==> config.mk <==
export PLATFORM = sky130hd
export DESIGN_NAME = sflash_host
export DESIGN_NICKNAME = d
export VERILOG_FILES = /design/src/design/sflash_pkg.sv /design/src/design/sflash_host.sv
export VERILOG_INCLUDE_DIRS = /design/src /design/src/design
export SDC_FILE = /design/constraint.sdc
export NUM_CORES = 1
export LEC_CHECK = 0
export ABC_CLOCK_PERIOD_IN_PS = 5800
export BUFFER_PORTS_ARGS = -buffer_cell sky130_fd_sc_hd__buf_2
export CAP_MARGIN = 40
export CORE_MARGIN = 10
export CORE_UTILIZATION = 45
export DETAILED_ROUTE_END_ITERATION = 8
export PLACE_DENSITY = 0.67
export SKIP_LAST_GASP = 1
export SLEW_MARGIN = 20
export SYNTH_ARGS = -nofsm -noshare
export SYNTH_HDL_FRONTEND = slang
export SYNTH_SLANG_ARGS = --single-unit
==> constraint.sdc <==
create_clock -name mclk_in -period 5.8 [get_ports mclk_in]
set_input_delay 1.74 -clock mclk_in [delete_from_list [all_inputs] [get_ports mclk_in]]
set_output_delay 1.74 -clock mclk_in [all_outputs]
set_load 0.05 [all_outputs]
==> src/design/sflash_defs.svh <==
// Opcodes, reset values and timing counts for the serial flash host controller.
`ifndef SFLASH_DEFS_SVH
`define SFLASH_DEFS_SVH

`define OPC_LOW_POWER_READ 8'h03
`define OPC_FAST_ARRAY_READ 8'h0B
`define OPC_DUAL_OUTPUT_READ 8'h3B
`define OPC_TWO_LINE_IO_READ 8'hBB
`define OPC_QUAD_OUTPUT_READ 8'h6B
`define OPC_FOUR_LINE_IO_READ 8'hEB
`define OPC_WORD_FOUR_LINE_READ 8'hE7
`define OPC_PAGE_ERASE 8'h81
`define OPC_SECTOR_ERASE 8'h20
`define OPC_HALF_BLOCK_ERASE 8'h52
`define OPC_FULL_BLOCK_ERASE 8'hD8
`define OPC_PAGE_PROGRAM 8'h02
`define OPC_QUAD_PAGE_PROGRAM 8'h32
`define OPC_SET_WRITE_LATCH 8'h06
`define OPC_CLEAR_WRITE_LATCH 8'h04
`define OPC_VOLATILE_STATUS_WRITE_ENABLE 8'h50
`define OPC_SINGLE_BLOCK_LOCK 8'h36
`define OPC_SINGLE_BLOCK_UNLOCK 8'h39
`define OPC_BLOCK_LOCK_STATE_READ 8'h3D
`define OPC_ALL_BLOCKS_LOCK 8'h7E
`define OPC_ALL_BLOCKS_UNLOCK 8'h98
`define OPC_SECURE_AREA_ERASE 8'h44
`define OPC_SECURE_AREA_PROGRAM 8'h42
`define OPC_SECURE_AREA_READ 8'h48
`define OPC_STATUS_ONE_READ 8'h05
`define OPC_STATUS_TWO_READ 8'h35
`define OPC_CONFIG_REG_READ 8'h15
`define OPC_STATUS_ONE_WRITE 8'h01
`define OPC_STATUS_TWO_WRITE 8'h31
`define OPC_CONFIG_REG_WRITE 8'h11
`define OPC_UPPER_ADDRESS_REG_READ 8'hC8
`define OPC_UPPER_ADDRESS_REG_WRITE 8'h56
`define OPC_BUFFER_READ 8'h9B
`define OPC_BUFFER_CLEAR 8'h9E
`define OPC_BUFFER_WRITE 8'h9C
`define OPC_BUFFER_LOAD 8'h9A
`define OPC_BUFFER_COMMIT_PROGRAM 8'h9D
`define OPC_DEEP_SLEEP_ENTER 8'hB9
`define OPC_DEEP_SLEEP_EXIT_IDENT 8'hAB
`define OPC_ENHANCED_READ_END 8'hFF
`define OPC_DUAL_IDENT_READ 8'h92
`define OPC_QUAD_IDENT_READ 8'h94
`define OPC_RESET_ARM 8'h66
`define OPC_RESET_FIRE 8'h99

`define IO_IDLE_OUT 4'hC
`define IO_IDLE_OE 4'hD
`define SCLK_DIV_LAST 2'h3
`define MCLK_PERIOD_NS 10
`define RESET_WAIT_NS 30000
`define RESET_WAIT_CYC ((`RESET_WAIT_NS + `MCLK_PERIOD_NS - 1) / `MCLK_PERIOD_NS)

`endif

==> src/design/sflash_pkg.sv <==
// Types shared by the serial flash host controller and its bench.
package sflash_pkg;
   typedef enum logic [2:0] {ST_IDLE, ST_RUN, ST_STALL, ST_TAIL, ST_GAP, ST_RSTWAIT} st_e;
   typedef enum logic [2:0] {PH_OPC, PH_ADDR, PH_DUMMY, PH_WDATA, PH_RDATA} phase_e;
   typedef enum logic [1:0] {LN1, LN2, LN4} lanes_e;
   typedef enum logic [1:0] {DIR_NONE, DIR_RD, DIR_WR} dir_e;

   typedef struct packed {
      logic ok;
      logic [1:0] n_addr;
      logic n_dummy;
      dir_e dir;
      lanes_e a_ln;
      lanes_e d_ln;
      logic one_byte;
   } frame_s;

   typedef struct packed {
      logic [7:0] opcode;
      logic [23:0] addr;
      logic [15:0] len;
   } req_s;

   typedef struct packed {
      logic sclk;
      logic cs_n;
      logic [3:0] io_o;
      logic [3:0] io_oe;
   } pins_s;

   typedef struct packed {
      st_e st;
      phase_e ph;
      frame_s fr;
      logic [7:0] op;
      logic [23:0] adr;
      logic [1:0] adr_left;
      logic dmy_left;
      logic [15:0] dcnt;
      logic [7:0] sh;
      logic [3:0] bits;
      logic [1:0] div;
      logic [11:0] wait_cnt;
      logic armed;
      logic [3:0] s1;
      logic [3:0] s2;
      pins_s pin;
      logic [7:0] rd_data;
      logic rd_valid;
      logic wr_take;
      logic done;
      logic err;
      logic rdy;
   } state_s;
endpackage
==> src/design/sflash_host.sv <==
// Host controller that frames opcode, address, dummy and data bytes for a serial flash.
//
// Overview of operation
// - 03h/0Bh read, three address, 0Bh one dummy.
// - 3Bh: single-line address and dummy, two-line data.
// - BBh: address, dummy and data on two lines.
// - 6Bh: single-line address and dummy, four-line data.
// - EBh: address, dummy and data on four lines.
// - E7h: four-line word read, address plus dummy.
// - 81h/20h page and sector erase, address only.
// - 52h/D8h block erases, three address bytes only.
// - 02h/32h program: address then single/quad data.
// - 36h/39h/3Dh block lock commands take address.
// - 44h/42h/48h security erase, program, read framing.
// - 01h/31h/11h write exactly one data byte.
// - C8h/56h extended address read/write, one byte.
// - 9Bh buffer read with dummy; 9Eh bare.
// - 9Ch buffer write data; 9Ah load, address.
// - Chip select rises only on byte boundaries.
// - 66h then 99h; wait 30 us afterwards.
// - Device samples rising edge, shifts falling; mode 0.
`timescale 1ns/100ps
`default_nettype none
`include "sflash_defs.svh"

module sflash_host
   import sflash_pkg::*;
(
   input wire logic mclk_in,
   input wire logic reset_in,
   input wire req_s req_in,
   input wire logic req_valid_in,
   output logic req_ready_out,
   input wire logic [7:0] wr_data_in,
   input wire logic wr_valid_in,
   output logic wr_take_out,
   output logic [7:0] rd_data_out,
   output logic rd_valid_out,
   output logic done_out,
   output logic err_out,
   input wire logic [3:0] io_in,
   output pins_s pins_out
);

   localparam state_s RESET_STATE = '{
      st: ST_IDLE, ph: PH_OPC,
      fr: '{ok: 1'b0, n_addr: 2'h0, n_dummy: 1'b0, dir: DIR_NONE,
            a_ln: LN1, d_ln: LN1, one_byte: 1'b0},
      op: 8'h00, adr: 24'h000000, adr_left: 2'h0, dmy_left: 1'b0, dcnt: 16'h0000,
      sh: 8'h00, bits: 4'h0, div: 2'h0, wait_cnt: 12'h000, armed: 1'b0,
      s1: 4'h0, s2: 4'h0,
      pin: '{sclk: 1'b0, cs_n: 1'b1, io_o: `IO_IDLE_OUT, io_oe: `IO_IDLE_OE},
      rd_data: 8'h00, rd_valid: 1'b0, wr_take: 1'b0, done: 1'b0, err: 1'b0, rdy: 1'b1};

   localparam logic [11:0] RESET_WAIT = 12'(`RESET_WAIT_CYC);

   state_s q;
   state_s d;
   frame_s f;
   lanes_e ln;
   logic [7:0] nsh;
   logic fin;

   function automatic frame_s decode_op(input logic [7:0] op);
      frame_s r;
      r = '{ok: 1'b1, n_addr: 2'h0, n_dummy: 1'b0, dir: DIR_NONE,
            a_ln: LN1, d_ln: LN1, one_byte: 1'b0};
      unique case (op)
         `OPC_LOW_POWER_READ: begin
            r.n_addr = 2'h3; r.dir = DIR_RD;
         end
         `OPC_FAST_ARRAY_READ, `OPC_SECURE_AREA_READ, `OPC_BUFFER_READ: begin
            r.n_addr = 2'h3; r.n_dummy = 1'b1; r.dir = DIR_RD;
         end
         `OPC_DUAL_OUTPUT_READ, `OPC_DUAL_IDENT_READ: begin
            r.n_addr = 2'h3; r.n_dummy = 1'b1; r.dir = DIR_RD; r.d_ln = LN2;
         end
         `OPC_TWO_LINE_IO_READ: begin
            r.n_addr = 2'h3; r.n_dummy = 1'b1; r.dir = DIR_RD;
            r.a_ln = LN2; r.d_ln = LN2;
         end
         `OPC_QUAD_OUTPUT_READ, `OPC_QUAD_IDENT_READ: begin
            r.n_addr = 2'h3; r.n_dummy = 1'b1; r.dir = DIR_RD; r.d_ln = LN4;
         end
         `OPC_FOUR_LINE_IO_READ, `OPC_WORD_FOUR_LINE_READ: begin
            r.n_addr = 2'h3; r.n_dummy = 1'b1; r.dir = DIR_RD;
            r.a_ln = LN4; r.d_ln = LN4;
         end
         `OPC_PAGE_ERASE, `OPC_SECTOR_ERASE, `OPC_HALF_BLOCK_ERASE, `OPC_FULL_BLOCK_ERASE,
         `OPC_SINGLE_BLOCK_LOCK, `OPC_SINGLE_BLOCK_UNLOCK, `OPC_BLOCK_LOCK_STATE_READ,
         `OPC_SECURE_AREA_ERASE, `OPC_BUFFER_LOAD, `OPC_BUFFER_COMMIT_PROGRAM: begin
            r.n_addr = 2'h3;
         end
         `OPC_PAGE_PROGRAM, `OPC_SECURE_AREA_PROGRAM, `OPC_BUFFER_WRITE: begin
            r.n_addr = 2'h3; r.dir = DIR_WR;
         end
         `OPC_QUAD_PAGE_PROGRAM: begin
            r.n_addr = 2'h3; r.dir = DIR_WR; r.d_ln = LN4;
         end
         `OPC_SET_WRITE_LATCH, `OPC_CLEAR_WRITE_LATCH, `OPC_VOLATILE_STATUS_WRITE_ENABLE,
         `OPC_ALL_BLOCKS_LOCK, `OPC_ALL_BLOCKS_UNLOCK, `OPC_BUFFER_CLEAR,
         `OPC_DEEP_SLEEP_ENTER, `OPC_ENHANCED_READ_END, `OPC_RESET_ARM,
         `OPC_RESET_FIRE: begin
            r.n_addr = 2'h0;
         end
         `OPC_STATUS_ONE_READ, `OPC_STATUS_TWO_READ, `OPC_CONFIG_REG_READ,
         `OPC_UPPER_ADDRESS_REG_READ: begin
            r.dir = DIR_RD; r.one_byte = 1'b1;
         end
         `OPC_STATUS_ONE_WRITE, `OPC_STATUS_TWO_WRITE, `OPC_CONFIG_REG_WRITE,
         `OPC_UPPER_ADDRESS_REG_WRITE: begin
            r.dir = DIR_WR; r.one_byte = 1'b1;
         end
         `OPC_DEEP_SLEEP_EXIT_IDENT: begin
            r.n_addr = 2'h3; r.dir = DIR_RD; r.one_byte = 1'b1;
         end
         default: r.ok = 1'b0;
      endcase
      return r;
   endfunction

   function automatic lanes_e lane_of(input frame_s fr, input phase_e p);
      unique case (p)
         PH_OPC: return LN1;
         PH_ADDR, PH_DUMMY: return fr.a_ln;
         PH_WDATA, PH_RDATA: return fr.d_ln;
      endcase
   endfunction

   function automatic logic [3:0] clks(input lanes_e l);
      unique case (l)
         LN1: return 4'h8;
         LN2: return 4'h4;
         LN4: return 4'h2;
      endcase
   endfunction

   // Outside quad transfers, lines 2 and 3 are held high so write protect and hold stay idle.
   function automatic logic [3:0] out_bits(input logic [7:0] b, input lanes_e l);
      unique case (l)
         LN1: return {2'h3, 1'b0, b[7]};
         LN2: return {2'h3, b[7:6]};
         LN4: return b[7:4];
      endcase
   endfunction

   function automatic logic [3:0] oe_for(input phase_e p, input lanes_e l);
      if (l == LN1) begin
         return 4'hD;
      end
      if (p == PH_RDATA) begin
         return (l == LN2) ? 4'hC : 4'h0;
      end
      return 4'hF;
   endfunction

   function automatic logic [7:0] shift_in(input logic [7:0] s, input lanes_e l,
                                           input logic [3:0] i);
      unique case (l)
         LN1: return {s[6:0], i[1]};
         LN2: return {s[5:0], i[1:0]};
         LN4: return {s[3:0], i[3:0]};
      endcase
   endfunction

   function automatic state_s load_byte(input state_s s, input phase_e p, input logic [7:0] b);
      state_s r;
      lanes_e l;
      r = s;
      l = lane_of(s.fr, p);
      r.ph = p;
      r.sh = b;
      r.bits = clks(l);
      r.pin.io_o = out_bits(b, l);
      r.pin.io_oe = oe_for(p, l);
      return r;
   endfunction

   always_comb begin
      d = q;
      f = decode_op(req_in.opcode);
      ln = LN1;
      nsh = 8'h00;
      fin = 1'b0;
      d.s1 = io_in;
      d.s2 = q.s1;
      d.rd_valid = 1'b0;
      d.wr_take = 1'b0;
      d.done = 1'b0;
      d.err = 1'b0;
      unique case (q.st)
         ST_IDLE: begin
            if (req_valid_in && !f.ok) begin
               d.err = 1'b1;
            end else if (req_valid_in) begin
               d.fr = f;
               d.op = req_in.opcode;
               d.adr = req_in.addr;
               d.adr_left = f.n_addr;
               d.dmy_left = f.n_dummy;
               if (f.dir == DIR_NONE) begin
                  d.dcnt = 16'h0000;
               end else if (f.one_byte || req_in.len == 16'h0000) begin
                  d.dcnt = 16'h0001;
               end else begin
                  d.dcnt = req_in.len;
               end
               d.pin.cs_n = 1'b0;
               d.div = 2'h0;
               d.st = ST_RUN;
               d = load_byte(d, PH_OPC, req_in.opcode);
            end
         end
         ST_RUN: begin
            d.div = 2'(q.div + 2'h1);
            if (q.div == `SCLK_DIV_LAST && !q.pin.sclk) begin
               d.pin.sclk = 1'b1;
            end else if (q.div == `SCLK_DIV_LAST) begin
               // The synchronised lines lag the pins by two cycles, so this sample sits
               // inside the high phase, well after the device shifted on the last fall.
               d.pin.sclk = 1'b0;
               ln = lane_of(q.fr, q.ph);
               nsh = shift_in(q.sh, ln, q.s2 & {4{q.ph == PH_RDATA}});
               d.sh = nsh;
               d.bits = 4'(q.bits - 4'h1);
               d.pin.io_o = out_bits(nsh, ln);
               if (q.bits == 4'h1) begin
                  fin = 1'b1;
                  d.rd_data = (q.ph == PH_RDATA) ? nsh : q.rd_data;
                  d.rd_valid = (q.ph == PH_RDATA);
               end
            end
         end
         ST_STALL: begin
            // The clock simply stops low while the source has no byte ready.
            if (wr_valid_in) begin
               d = load_byte(d, PH_WDATA, wr_data_in);
               d.wr_take = 1'b1;
               d.dcnt = 16'(q.dcnt - 16'h0001);
               d.div = 2'h0;
               d.st = ST_RUN;
            end
         end
         ST_TAIL: begin
            d.div = 2'(q.div + 2'h1);
            if (q.div == `SCLK_DIV_LAST) begin
               d.pin.cs_n = 1'b1;
               d.pin.io_o = `IO_IDLE_OUT;
               d.pin.io_oe = `IO_IDLE_OE;
               d.st = ST_GAP;
            end
         end
         ST_GAP: begin
            d.div = 2'(q.div + 2'h1);
            if (q.div == `SCLK_DIV_LAST) begin
               d.armed = (q.op == `OPC_RESET_ARM);
               if (q.op == `OPC_RESET_FIRE && q.armed) begin
                  d.wait_cnt = RESET_WAIT;
                  d.st = ST_RSTWAIT;
               end else begin
                  d.done = 1'b1;
                  d.st = ST_IDLE;
               end
            end
         end
         ST_RSTWAIT: begin
            d.wait_cnt = 12'(q.wait_cnt - 12'h001);
            if (q.wait_cnt == 12'h001) begin
               d.done = 1'b1;
               d.st = ST_IDLE;
            end
         end
      endcase
      if (fin) begin
         if (q.adr_left != 2'h0) begin
            d = load_byte(d, PH_ADDR, q.adr[23:16]);
            d.adr = {q.adr[15:0], 8'h00};
            d.adr_left = 2'(q.adr_left - 2'h1);
         end else if (q.dmy_left) begin
            d = load_byte(d, PH_DUMMY, 8'h00);
            d.dmy_left = 1'b0;
         end else if (q.dcnt != 16'h0000 && q.fr.dir == DIR_RD) begin
            d = load_byte(d, PH_RDATA, 8'h00);
            d.dcnt = 16'(q.dcnt - 16'h0001);
         end else if (q.dcnt != 16'h0000 && wr_valid_in) begin
            d = load_byte(d, PH_WDATA, wr_data_in);
            d.wr_take = 1'b1;
            d.dcnt = 16'(q.dcnt - 16'h0001);
         end else if (q.dcnt != 16'h0000) begin
            d.st = ST_STALL;
         end else begin
            d.div = 2'h0;
            d.st = ST_TAIL;
         end
      end
      d.rdy = (d.st == ST_IDLE);
   end

   always_ff @(posedge mclk_in) begin
      if (reset_in) begin
         q <= RESET_STATE;
      end else begin
         q <= d;
      end
   end

   assign req_ready_out = q.rdy;
   assign wr_take_out = q.wr_take;
   assign rd_data_out = q.rd_data;
   assign rd_valid_out = q.rd_valid;
   assign done_out = q.done;
   assign err_out = q.err;
   assign pins_out = q.pin;

endmodule
`default_nettype wire

==> summary.txt, run 1 <==
Run status
  • Status: complete, no violations

Floorplan
  • Total core area: 0.01736 sq mm
  • Die height: 153.4 microns
  • FP Rows: 48
  • Die width: 153.4 microns
  • Die area: 0.02353 sq mm
  • IO Count: 87
  • Starting density of the core: 46.14%

Clock network
  • H-tree levels: 4
  • Hold_buf cts: 0
  • TritonCTS Sinks: 120
  • CTS tree: built
  • Setup bufs post-CTS: 0
  • Clk slew on worst S/H paths: 0.06 ns
  • Clock root buffer: clkbuf_16
  • Post-CTS resize count: 0
  • Clock Tree Buf Depth: 2
  • Clock latency on the worst-skew pair: 0.43 ns
  • CTS buffer count: 17

Min path
  • Hold WC Path Type: flip-flop to flip-flop
  • Hold depth: 1
  • Hold Path Sink: q[23]
  • Hold path start: q[27]

Yosys
  • Synthesized Nets: 1,142
  • Register bit count reported by yosys: 120
  • Ys Warns: 0
  • Sequential share of the synthesized area: 30.00%
  • Mapped cell area: 0.008008 sq mm
  • Prevailing post-synth register cell: dfxtp_1
  • Top post-synthesis cells by count: 120 x dfxtp_1, 112 x nand2_1, 110 x nor2_1
  • Cell taking the most area after synthesis: dfxtp_1
  • Most common cell in the netlist: dfxtp_1
  • Synth async-reset ratio: 0%
  • Syn_area_per_cell: 7.605 sq um
  • Unique masters post-synth: 86
  • Top post-synthesis cells by area: dfxtp_1 30%, nand2_1 5.3%, nor2_1 5.2%
  • EDFF count, synth: 0
  • Cells after Synth: 1,053
  • Yosys top cell area share: 30.00%

Worst setup path
  • Reg2Reg Capture Point: q[66]
  • WP data arrival: 5.32 ns
  • Max incr delay on CP: 0.48 ns
  • Reg2reg start: q[58]
  • CP bufs+invs: 3
  • Endpoint class of the critical path: flip-flop
  • Cells along the critical path: buf_2, or2_2, nor4b_1, nor3b_1, and3_4, a31oi_4, buf_4, mux2i_1, inv_1, ha_1, nor3_1, a21o_1, a21oi_1, a211oi_1
  • Reg-to-reg slack, setup: 2.20 ns
  • Crit path max fanout: 15
  • CP Launch Type: input pin
  • Critical Path RT: 6.14 ns
  • Slowest-stage cell, CP: nor4b_1
  • Crit Path Category: input pin to flip-flop
  • Cell family with most CP delay: simple AND/OR/NAND/NOR gates
  • R2r worst-path depth: 10

Finish
  • Layout cells sized above 1: 15.21%
  • Antenna diode count: 0
  • Design area: 0.008972 sq mm
  • Nets: 1,174
  • Area grow syn2layout: 12.05%
  • Finished Layout Cells: 1,323
  • Final core occ: 51.69%

Detailed routing
  • Via-to-Cell Ratio: 6.334
  • Via count: 8,380
  • Post-DR wirelength/cell: 20.31 microns
  • DRT Pass-1 Iters: 5
  • Drc violations: 0
  • Initial drt markers: 853
  • Drt total wl: 26.87 mm
  • DRT antenna net count: 0

Timing
  • Final Hold Fails: 0
  • Setup TNS: 0 ns
  • Min Hold Slack: 0.4332 ns
  • Clock skew: 0.01404 ns
  • Setup violations, final: 0
  • Slew margin rel.: 44.50%
  • Min Tclk post-route: 4.976 ns
  • Max-slew violations: 0
  • RSZ-0062 raised after global routing: no
  • Worst-margin pin slew: 0.8325 ns
  • Worst setup margin: 0.8242 ns
  • Tcrit/Tclk final: 85.79%
  • Fmax: 201.0 MHz

Pwr
  • VDD IR-drop max: 0.2104 mV
  • Tot Pwr: 2.282 mW
  • Power density over the cells: 254.4 mW/mm^2
  • Leakage Power: 3.388 nW

Global route
  • Largest net degree at the start of global routing: 71
  • Total grt overflow: 0
  • First-pass GRT wire length: 41.91 mm
  • Initial antenna violation count: 0
  • Total track usage: 21.57%
  • Vias in the first global route: 7,531

Place
  • GPL Wtd Cong: 1.007
  • Placed cells: 1,291
  • Buffers on Ports: 86
  • Dpl ws: 0.4359 ns
  • Dpl cell area: 0.008386 sq mm
  • HPWL Detailed: 19.39 mm

Flow run
  • Number of max-cap violations: 0
## metal layers
layer | up-vias | track usage, % | wire length [microns]
met3 | 51 | 4.630 | 2247
met5 | - | 0 | 0
met4 | 0 | 8.052 | 760
met1 | 3951 | 29.48 | 11940
li1 | 3984 | - | -
met2 | 394 | 32.41 | 11920
## where the power goes
group / internal [mW] / total [mW] / leakage (nW) / switching (mW)
Sequential: 0.855 / 0.886 / 0.973 / 0.0314
Clock: 0.647 / 1.05 / 0.282 / 0.401
Combinational: 0.117 / 0.348 / 2.13 / 0.232
## kinds of logic after synthesis
group / after synthesis / share of synthesized area (%)
AND/OR/NAND/NOR: 461 / 29.41
AO/OA/AOI/OAI: 308 / 26.81
flip-flops: 120 / 30.00
buffers and inverters: 117 / 7.297
adder cells (fa/ha/maj): 25 / 3.906
XOR/XNOR: 12 / 1.312
multiplexers: 10 / 1.266
## registers in the layout (all words and copies together) (netlist names)
register	cells
rd_data_out	8
req_ready_out	1
rd_valid_out	1
q	97
wr_take_out	1
err_out	1
pins_out	10
done_out	1
## cell usage in the layout, fill, tap and decap left out, types with 13 or more instances in the layout
cell type	n
inv_1	30
ha_1	25
a211oi_1	17
nor4_1	26
nor2_1	109
nand2_1	112
nor2b_1	20
nand4_1	21
a21oi_1	78
clkbuf_16	17
a31oi_1	14
dfxtp_1	120
buf_2	85
nor3_1	67
nand3_1	19
o21ai_0	56
a22oi_1	18
buf_4	13
## area by class of cell
class | instances | area [sq um]
Fill cell | 1736 | 8384
Multi-Input combinational cell | 816 | 5035
Sequential cell | 120 | 2402
Timing Repair Buffer | 100 | 554.3
Clock buffer | 23 | 498.0
Tap cell | 225 | 281.5
Inverter | 30 | 112.6
Clock inverter | 9 | 88.84
## worst register-to-register path: stages (launching register included)
cell and delay [ns]:
dfxtp_1 0.34, inv_1 0.10, ha_1 0.26, nor3b_1 0.45, nand4_1 0.61, nor4b_2 0.38, buf_4 0.19, nor2_1 0.49
o21ai_0 0.20, a211oi_1 0.33, a31oi_1 0.12
## worst max path at each step
| stage | slack, ns | endpoint | start | cells past startpoint |
|---|---|---|---|---|
| after global routing | 0.50 | pins_out[4] | req_in[41] | 16 |
| after CTS | 0.87 | pins_out[5] | req_in[45] | 14 |
| final | 0.82 | pins_out[5] | req_in[45] | 14 |
| after global placement | 0.57 | pins_out[4] | req_in[45] | 16 |
| after floorplan | 0.69 | pins_out[4] | req_in[41] | 17 |
| after detailed placement | 0.44 | pins_out[5] | req_in[45] | 14 |
No activity file was read; power rests on OpenSTA's default activity.
==> inputs of run 2 (changes only) <==
--- a/config.mk
+++ b/config.mk
@@ -7,14 +7,12 @@
 export NUM_CORES = 1
 export LEC_CHECK = 0
 export ABC_CLOCK_PERIOD_IN_PS = 5800
-export BUFFER_PORTS_ARGS = -buffer_cell sky130_fd_sc_hd__buf_2
-export CAP_MARGIN = 40
 export CORE_MARGIN = 10
 export CORE_UTILIZATION = 45
 export DETAILED_ROUTE_END_ITERATION = 8
-export PLACE_DENSITY = 0.67
+export DONT_BUFFER_PORTS = 1
+export PLACE_DENSITY = 0.63
 export SKIP_LAST_GASP = 1
-export SLEW_MARGIN = 20
 export SYNTH_ARGS = -nofsm -noshare
 export SYNTH_HDL_FRONTEND = slang
 export SYNTH_SLANG_ARGS = --single-unit
==> run 2 against run 1 <==
Critical path depth did not move. Highest routed layer unchanged. Maximum frequency increased by 3.6%. Count of clock-buffer cells in the layout fell by 5. Critical path type unchanged. Largest power group unchanged.
==> summary.txt, run 2 (synthesis gave the netlist of run 1 again) <==
Run status
  • Status: complete, no violations

Detailed routing
  • DRT antenna net count: 0
  • Post-DR wirelength/cell: 21.85 microns
  • Via-to-Cell Ratio: 6.478
  • DRT Pass-1 Iters: 6
  • Drt total wl: 26.92 mm
  • Drc violations: 0
  • Initial drt markers: 812
  • Via count: 7,981

Clock network
  • Clk slew on worst S/H paths: 0.06 ns
  • Hold_buf cts: 0
  • Setup bufs post-CTS: 0
  • Clock Tree Buf Depth: 2
  • CTS buffer count: 17
  • CTS tree: built
  • Clock latency on the worst-skew pair: 0.43 ns
  • TritonCTS Sinks: 120
  • Clock root buffer: clkbuf_16
  • Post-CTS resize count: 0
  • H-tree levels: 4

Floorplan
  • Starting density of the core: 46.14%
  • Total core area: 0.01736 sq mm
  • IO Count: 87
  • FP Rows: 48
  • Die height: 153.4 microns
  • Die area: 0.02353 sq mm
  • Die width: 153.4 microns

Pwr
  • Tot Pwr: 2.244 mW
  • P_int: 1.598 mW
  • Switching Share: 28.78%
  • Power density over the cells: 264.3 mW/mm^2
  • Clock power share: 47.7%
  • VDD IR-drop max: 0.2386 mV
  • Combinational group share of total power: 12.1%
  • Sequential share of power: 40.1%
  • Net Switching: 0.6456 mW
  • Leakage Power: 3.005 nW

Global route
  • Total grt overflow: 0
  • Initial antenna violation count: 0
  • Total track usage: 21.95%
  • Largest net degree at the start of global routing: 107
  • Vias in the first global route: 7,412
  • First-pass GRT wire length: 42.08 mm

Finish
  • Number of flip-flops under the largest register name: 97
  • Nets: 1,083
  • Final core occ: 48.92%
  • Largest Register: q
  • Commonest non-fill, non-tap cell in the layout: dfxtp_1
  • Most frequent cells in the layout: 120 x dfxtp_1, 112 x nand2_1, 109 x nor2_1, 78 x a21oi_1, 67 x nor3_1
  • Layout cells sized above 1: 7.646%
  • Area grow syn2layout: 6.031%
  • Antenna diode count: 0
  • Number of fill cells in the layout: 1,758

Place
  • GPL Wtd Cong: 0.9764
  • HPWL Detailed: 19.18 mm
  • Buffers on Ports: 0

Worst setup path
  • CP bufs+invs: 2
  • Slowest-stage cell, CP: nor4b_1
  • Reg2Reg Capture Point: q[54]
  • Cells along the critical path: or2_2, nor4b_1, nor3b_1, and3_4, a31oi_4, buf_4, mux2i_1, inv_1, ha_1, a22oi_1, nor2_1, a21oi_1, nor3_1, a211o_1
  • CP Launch Type: input pin
  • Max incr delay on CP: 0.53 ns
  • Cell family with most CP delay: simple AND/OR/NAND/NOR gates
  • R2r worst-path depth: 6
  • Crit path max fanout: 27
  • Reg-to-reg slack, setup: 1.91 ns
  • Critical Path RT: 6.12 ns
  • Endpoint class of the critical path: flip-flop
  • Crit Path Category: input pin to flip-flop
  • Reg2reg start: q[123]
  • WP data arrival: 5.12 ns

Timing
  • Tcrit/Tclk final: 82.84%
  • Worst-margin pin slew: 1.139 ns
  • Max-slew violations: 0
  • Clock skew: 0.01379 ns
  • Setup TNS: 0 ns
  • Final Hold Fails: 0
  • Min Tclk post-route: 4.805 ns
  • RSZ-0062 raised after global routing: no
  • Setup violations, final: 0
  • Slew margin rel.: 23.92%
  • Fmax: 208.1 MHz

Min path
  • Hold Path Sink: q[26]
  • Hold depth: 1
  • Hold path start: q[30]
  • Hold WC Path Type: flip-flop to flip-flop

Flow run
  • Number of max-cap violations: 0
==> run 2: cell count changes in the layout (fill, tap and decap cells not counted), sizes merged <==
cell,change
buf,-91
clkbuf,-5
clkinv,+4
bufinv,+1
clkinvlp,-1
inv,+1
==> run 2: per-stage QoR <==
stage / instances / worst slack, ns / area, sq um / hold slack [ns]
6_report: 1232 / 0.9951 / 8491 / 0.4397
5_1_grt: 1232 / 0.6601 / 8491 / 0.4479
4_1_cts: 1232 / 0.9970 / 8491 / 0.4421
3_5_place_dp: 1200 / 0.5559 / 7904 / 0.4285
3_3_place_gp: 1200 / 0.6479 / 7904 / 0.4182
2_1_floorplan: 1053 / 0.6863 / 8008 / 0.4138
==> run 2: power by group through the flow <==
stage / Combinational [mW] / Sequential, mW / Clock [mW]
floorplan: 0.241 / 0.894 / 0
global placement: 0.266 / 0.917 / 0
detailed placement: 0.264 / 0.917 / 0
CTS: 0.266 / 0.899 / 1.09
global route: 0.297 / 0.903 / 1.12
finish: 0.272 / 0.901 / 1.07
==> run 2: final cells by class <==
cell class | instances | area [sq um] | share of cell area (%)
clock buffers | 18 | 439.2 | 5.172
multi-input cells | 816 | 5040 | 59.36
repair buffers | 9 | 67.56 | 0.7958
flip-flops and latches | 120 | 2402 | 28.29
well taps | 225 | 281.5 | 3.316
clock inverters | 14 | 147.6 | 1.739
inverters | 30 | 112.6 | 1.326
==> run 2: worst max-delay path by stage <==
stage	endpoint	cells past startpoint	from
global route	pins_out[5]	14	req_in[45]
detailed placement	pins_out[4]	14	req_in[45]
floorplan	pins_out[4]	17	req_in[41]
CTS	pins_out[4]	14	req_in[45]
global placement	pins_out[4]	14	req_in[45]
finish	pins_out[4]	14	req_in[45]
==> run 2: metal layers <==
| metal | GRT usage [%] | vias up | wire length, microns | part of all wire [%] |
|---|---|---|---|---|
| met5 | 0 | - | 0 | 0 |
| met4 | 9.897 | 0 | 1003 | 3.7 |
| met3 | 6.229 | 58 | 2475 | 9.2 |
| met2 | 32.53 | 335 | 11680 | 43 |
| met1 | 28.81 | 3789 | 11760 | 44 |
| li1 | - | 3799 | - | - |
==> inputs of run 3 (changes only) <==
--- a/config.mk
+++ b/config.mk
@@ -6,12 +6,12 @@
 export SDC_FILE = /design/constraint.sdc
 export NUM_CORES = 1
 export LEC_CHECK = 0
-export ABC_CLOCK_PERIOD_IN_PS = 5800
+export ABC_CLOCK_PERIOD_IN_PS = 4400
 export CORE_MARGIN = 10
 export CORE_UTILIZATION = 45
 export DETAILED_ROUTE_END_ITERATION = 8
 export DONT_BUFFER_PORTS = 1
-export PLACE_DENSITY = 0.63
+export PLACE_DENSITY = 0.65
 export SKIP_LAST_GASP = 1
 export SYNTH_ARGS = -nofsm -noshare
 export SYNTH_HDL_FRONTEND = slang
==> constraint.sdc (replaced) <==
create_clock -name mclk_in -period 4.4 [get_ports mclk_in]
set_input_delay 1.32 -clock mclk_in [delete_from_list [all_inputs] [get_ports mclk_in]]
set_output_delay 1.32 -clock mclk_in [all_outputs]
set_load 0.05 [all_outputs]
==> run 3 against run 2 <==
First-iteration DRC count is 13% higher. Sequential power is 31% higher. Wire length shrank 5.2%. Design area is 2.7% higher. Combinational power is 36% higher. Critical path type unchanged. Critical endpoint unchanged. Largest cell class unchanged.
==> summary.txt, run 3 (synthesis gave the netlist of run 1 again) <==
Finish
  • Design area: 0.008717 sq mm
  • Area grow syn2layout: 8.859%
  • Layout cells sized above 1: 10.84%
  • Flip-flop and latch area: 0.002402 sq mm
  • Multi-input logic area: 0.005099 sq mm
  • Largest Register: q
  • Finished Layout Cells: 1,258
  • Nets: 1,109
  • Most frequent cells in the layout: 120 x dfxtp_1, 112 x nand2_1, 109 x nor2_1, 77 x a21oi_1, 67 x nor3_1
  • Antenna diode count: 0
  • Number of flip-flops under the largest register name: 97
  • Commonest non-fill, non-tap cell in the layout: dfxtp_1
  • Number of fill cells in the layout: 1,701

Clock network
  • TritonCTS Sinks: 120
  • Setup bufs post-CTS: 0
  • CTS buffer count: 17
  • Clock latency on the worst-skew pair: 0.42 ns
  • CTS tree: built
  • Hold_buf cts: 0
  • Clk slew on worst S/H paths: 0.06 ns
  • Clock Tree Buf Depth: 2
  • H-tree levels: 4
  • Post-CTS resize count: 0
  • Clock root buffer: clkbuf_16

Floorplan
  • Die width: 153.4 microns
  • Starting density of the core: 46.14%
  • FP Rows: 48
  • Die height: 153.4 microns
  • Die area: 0.02353 sq mm
  • Total core area: 0.01736 sq mm
  • IO Count: 87

Min path
  • Hold Path Sink: q[25]
  • Hold depth: 1
  • Hold path start: q[29]
  • Hold WC Path Type: flip-flop to flip-flop

Place
  • GPL Wtd Cong: 0.9651
  • Dpl cell area: 0.008170 sq mm
  • Placed cells: 1,226
  • HPWL Detailed: 18.47 mm
  • Buffers on Ports: 0

Detailed routing
  • DRT antenna net count: 0
  • Post-DR wirelength/cell: 20.28 microns
  • Initial drt markers: 919
  • Drt total wl: 25.51 mm
  • Via-to-Cell Ratio: 6.416
  • DRT Pass-1 Iters: 6
  • Via count: 8,071
  • Drc violations: 0

Worst setup path
  • Endpoint class of the critical path: flip-flop
  • R2r worst-path depth: 10
  • Reg2Reg Capture Point: q[67]
  • Reg-to-reg slack, setup: 0.94 ns
  • Reg2reg start: q[58]
  • Crit Path Category: input pin to flip-flop
  • Max incr delay on CP: 0.44 ns
  • Slowest-stage cell, CP: nor4b_1
  • Cells along the critical path: or2_2, nor4b_1, nor3b_1, and3_4, a31oi_4, mux2i_4, inv_1, ha_4, a22oi_1, nand2_1, o21ai_1, nand3_1, a21oi_2, nor3_1, a211o_1
  • WP data arrival: 4.36 ns
  • CP Launch Type: input pin
  • Crit path max fanout: 15
  • Critical Path RT: 4.70 ns

Pwr
  • VDD IR-drop max: 0.2041 mV
  • Leakage Power: 3.120 nW
  • Power density over the cells: 324.6 mW/mm^2

Timing
  • Setup violations, final: 0
  • Clock skew: 0.01479 ns
  • Tcrit/Tclk final: 92.13%
  • Setup TNS: 0 ns
  • Slew margin rel.: 30.05%
  • Fmax: 246.7 MHz
  • Final Hold Fails: 0
  • Min Tclk post-route: 4.054 ns
  • Worst-margin pin slew: 1.040 ns
  • Max-slew violations: 0
  • RSZ-0062 raised after global routing: no

Global route
  • Largest net degree at the start of global routing: 107
  • First-pass GRT wire length: 40.52 mm
  • Initial antenna violation count: 0
  • Total grt overflow: 0
  • Vias in the first global route: 7,215
  • Total track usage: 20.80%

Flow run
  • Number of max-cap violations: 0

Run status
  • Status: complete, no violations
==> run 3: cell count changes in the layout (fill, tap and decap cells not counted), sizes merged <==
cell	before	now
clkbuf	18	17
bufinv	2	0
inv	33	34
buf	9	35
clkinv	7	9
==> run 3: layout make-up <==
cell class	instances	area share (%)
Clock buffer	17	4.880
Clock inverter	15	1.392
Inverter	30	1.292
Multi-Input combinational cell	816	58.49
Sequential cell	120	27.56
Tap cell	225	3.230
Timing Repair Buffer	35	3.158
==> run 3: where the power goes <==
part           internal (mW)  switching, mW  leakage [nW]  total (mW)
logic                  0.141          0.228          1.88       0.369
registers               1.13         0.0552         0.973        1.18
clock network          0.729          0.550         0.265        1.28
==> run 3: through the flow <==
stage	hold WS (ns)	util (%)	power (mW)	setup WS, ns
after floorplan	0.4138	-	1.501	-0.1080
after global placement	0.4243	47.07	1.563	0.03986
after detailed placement	0.4291	47.07	1.563	-0.001839
after CTS	0.4380	50.22	2.846	0.4026
after global routing	0.4532	50.22	2.947	0.2081
final	0.4369	50.22	2.830	0.3461
==> run 3: worst max path at each step <==
stage          depth (start not counted)  startpoint  slack, ns     endpoint
2_1_floorplan                         17  req_in[40]      -0.11  pins_out[4]
3_3_place_gp                          15  req_in[40]       0.04  pins_out[4]
3_5_place_dp                          15  req_in[40]     -0.002  pins_out[4]
4_1_cts                               15  req_in[45]       0.40  pins_out[4]
5_1_grt                               13  req_in[45]       0.21  pins_out[4]
6_report                              15  req_in[45]       0.35  pins_out[4]
==> run 3: worst max-delay path: cells and delay by family <==
family	cells	cell delay, ns
mux	1	0.34
buf+inv	1	0.11
simple gates	7	1.34
fa+ha+maj	1	0.19
compound gates	5	1.04
==> run 3: per-layer routing <==
layer,global-route usage (%),part of all wire (%),vias up
met5,0,0,-
met4,6.883,2.4,0
met3,5.696,9.7,49
met2,30.95,44,425
met1,28.27,43,3738
li1,-,-,3859
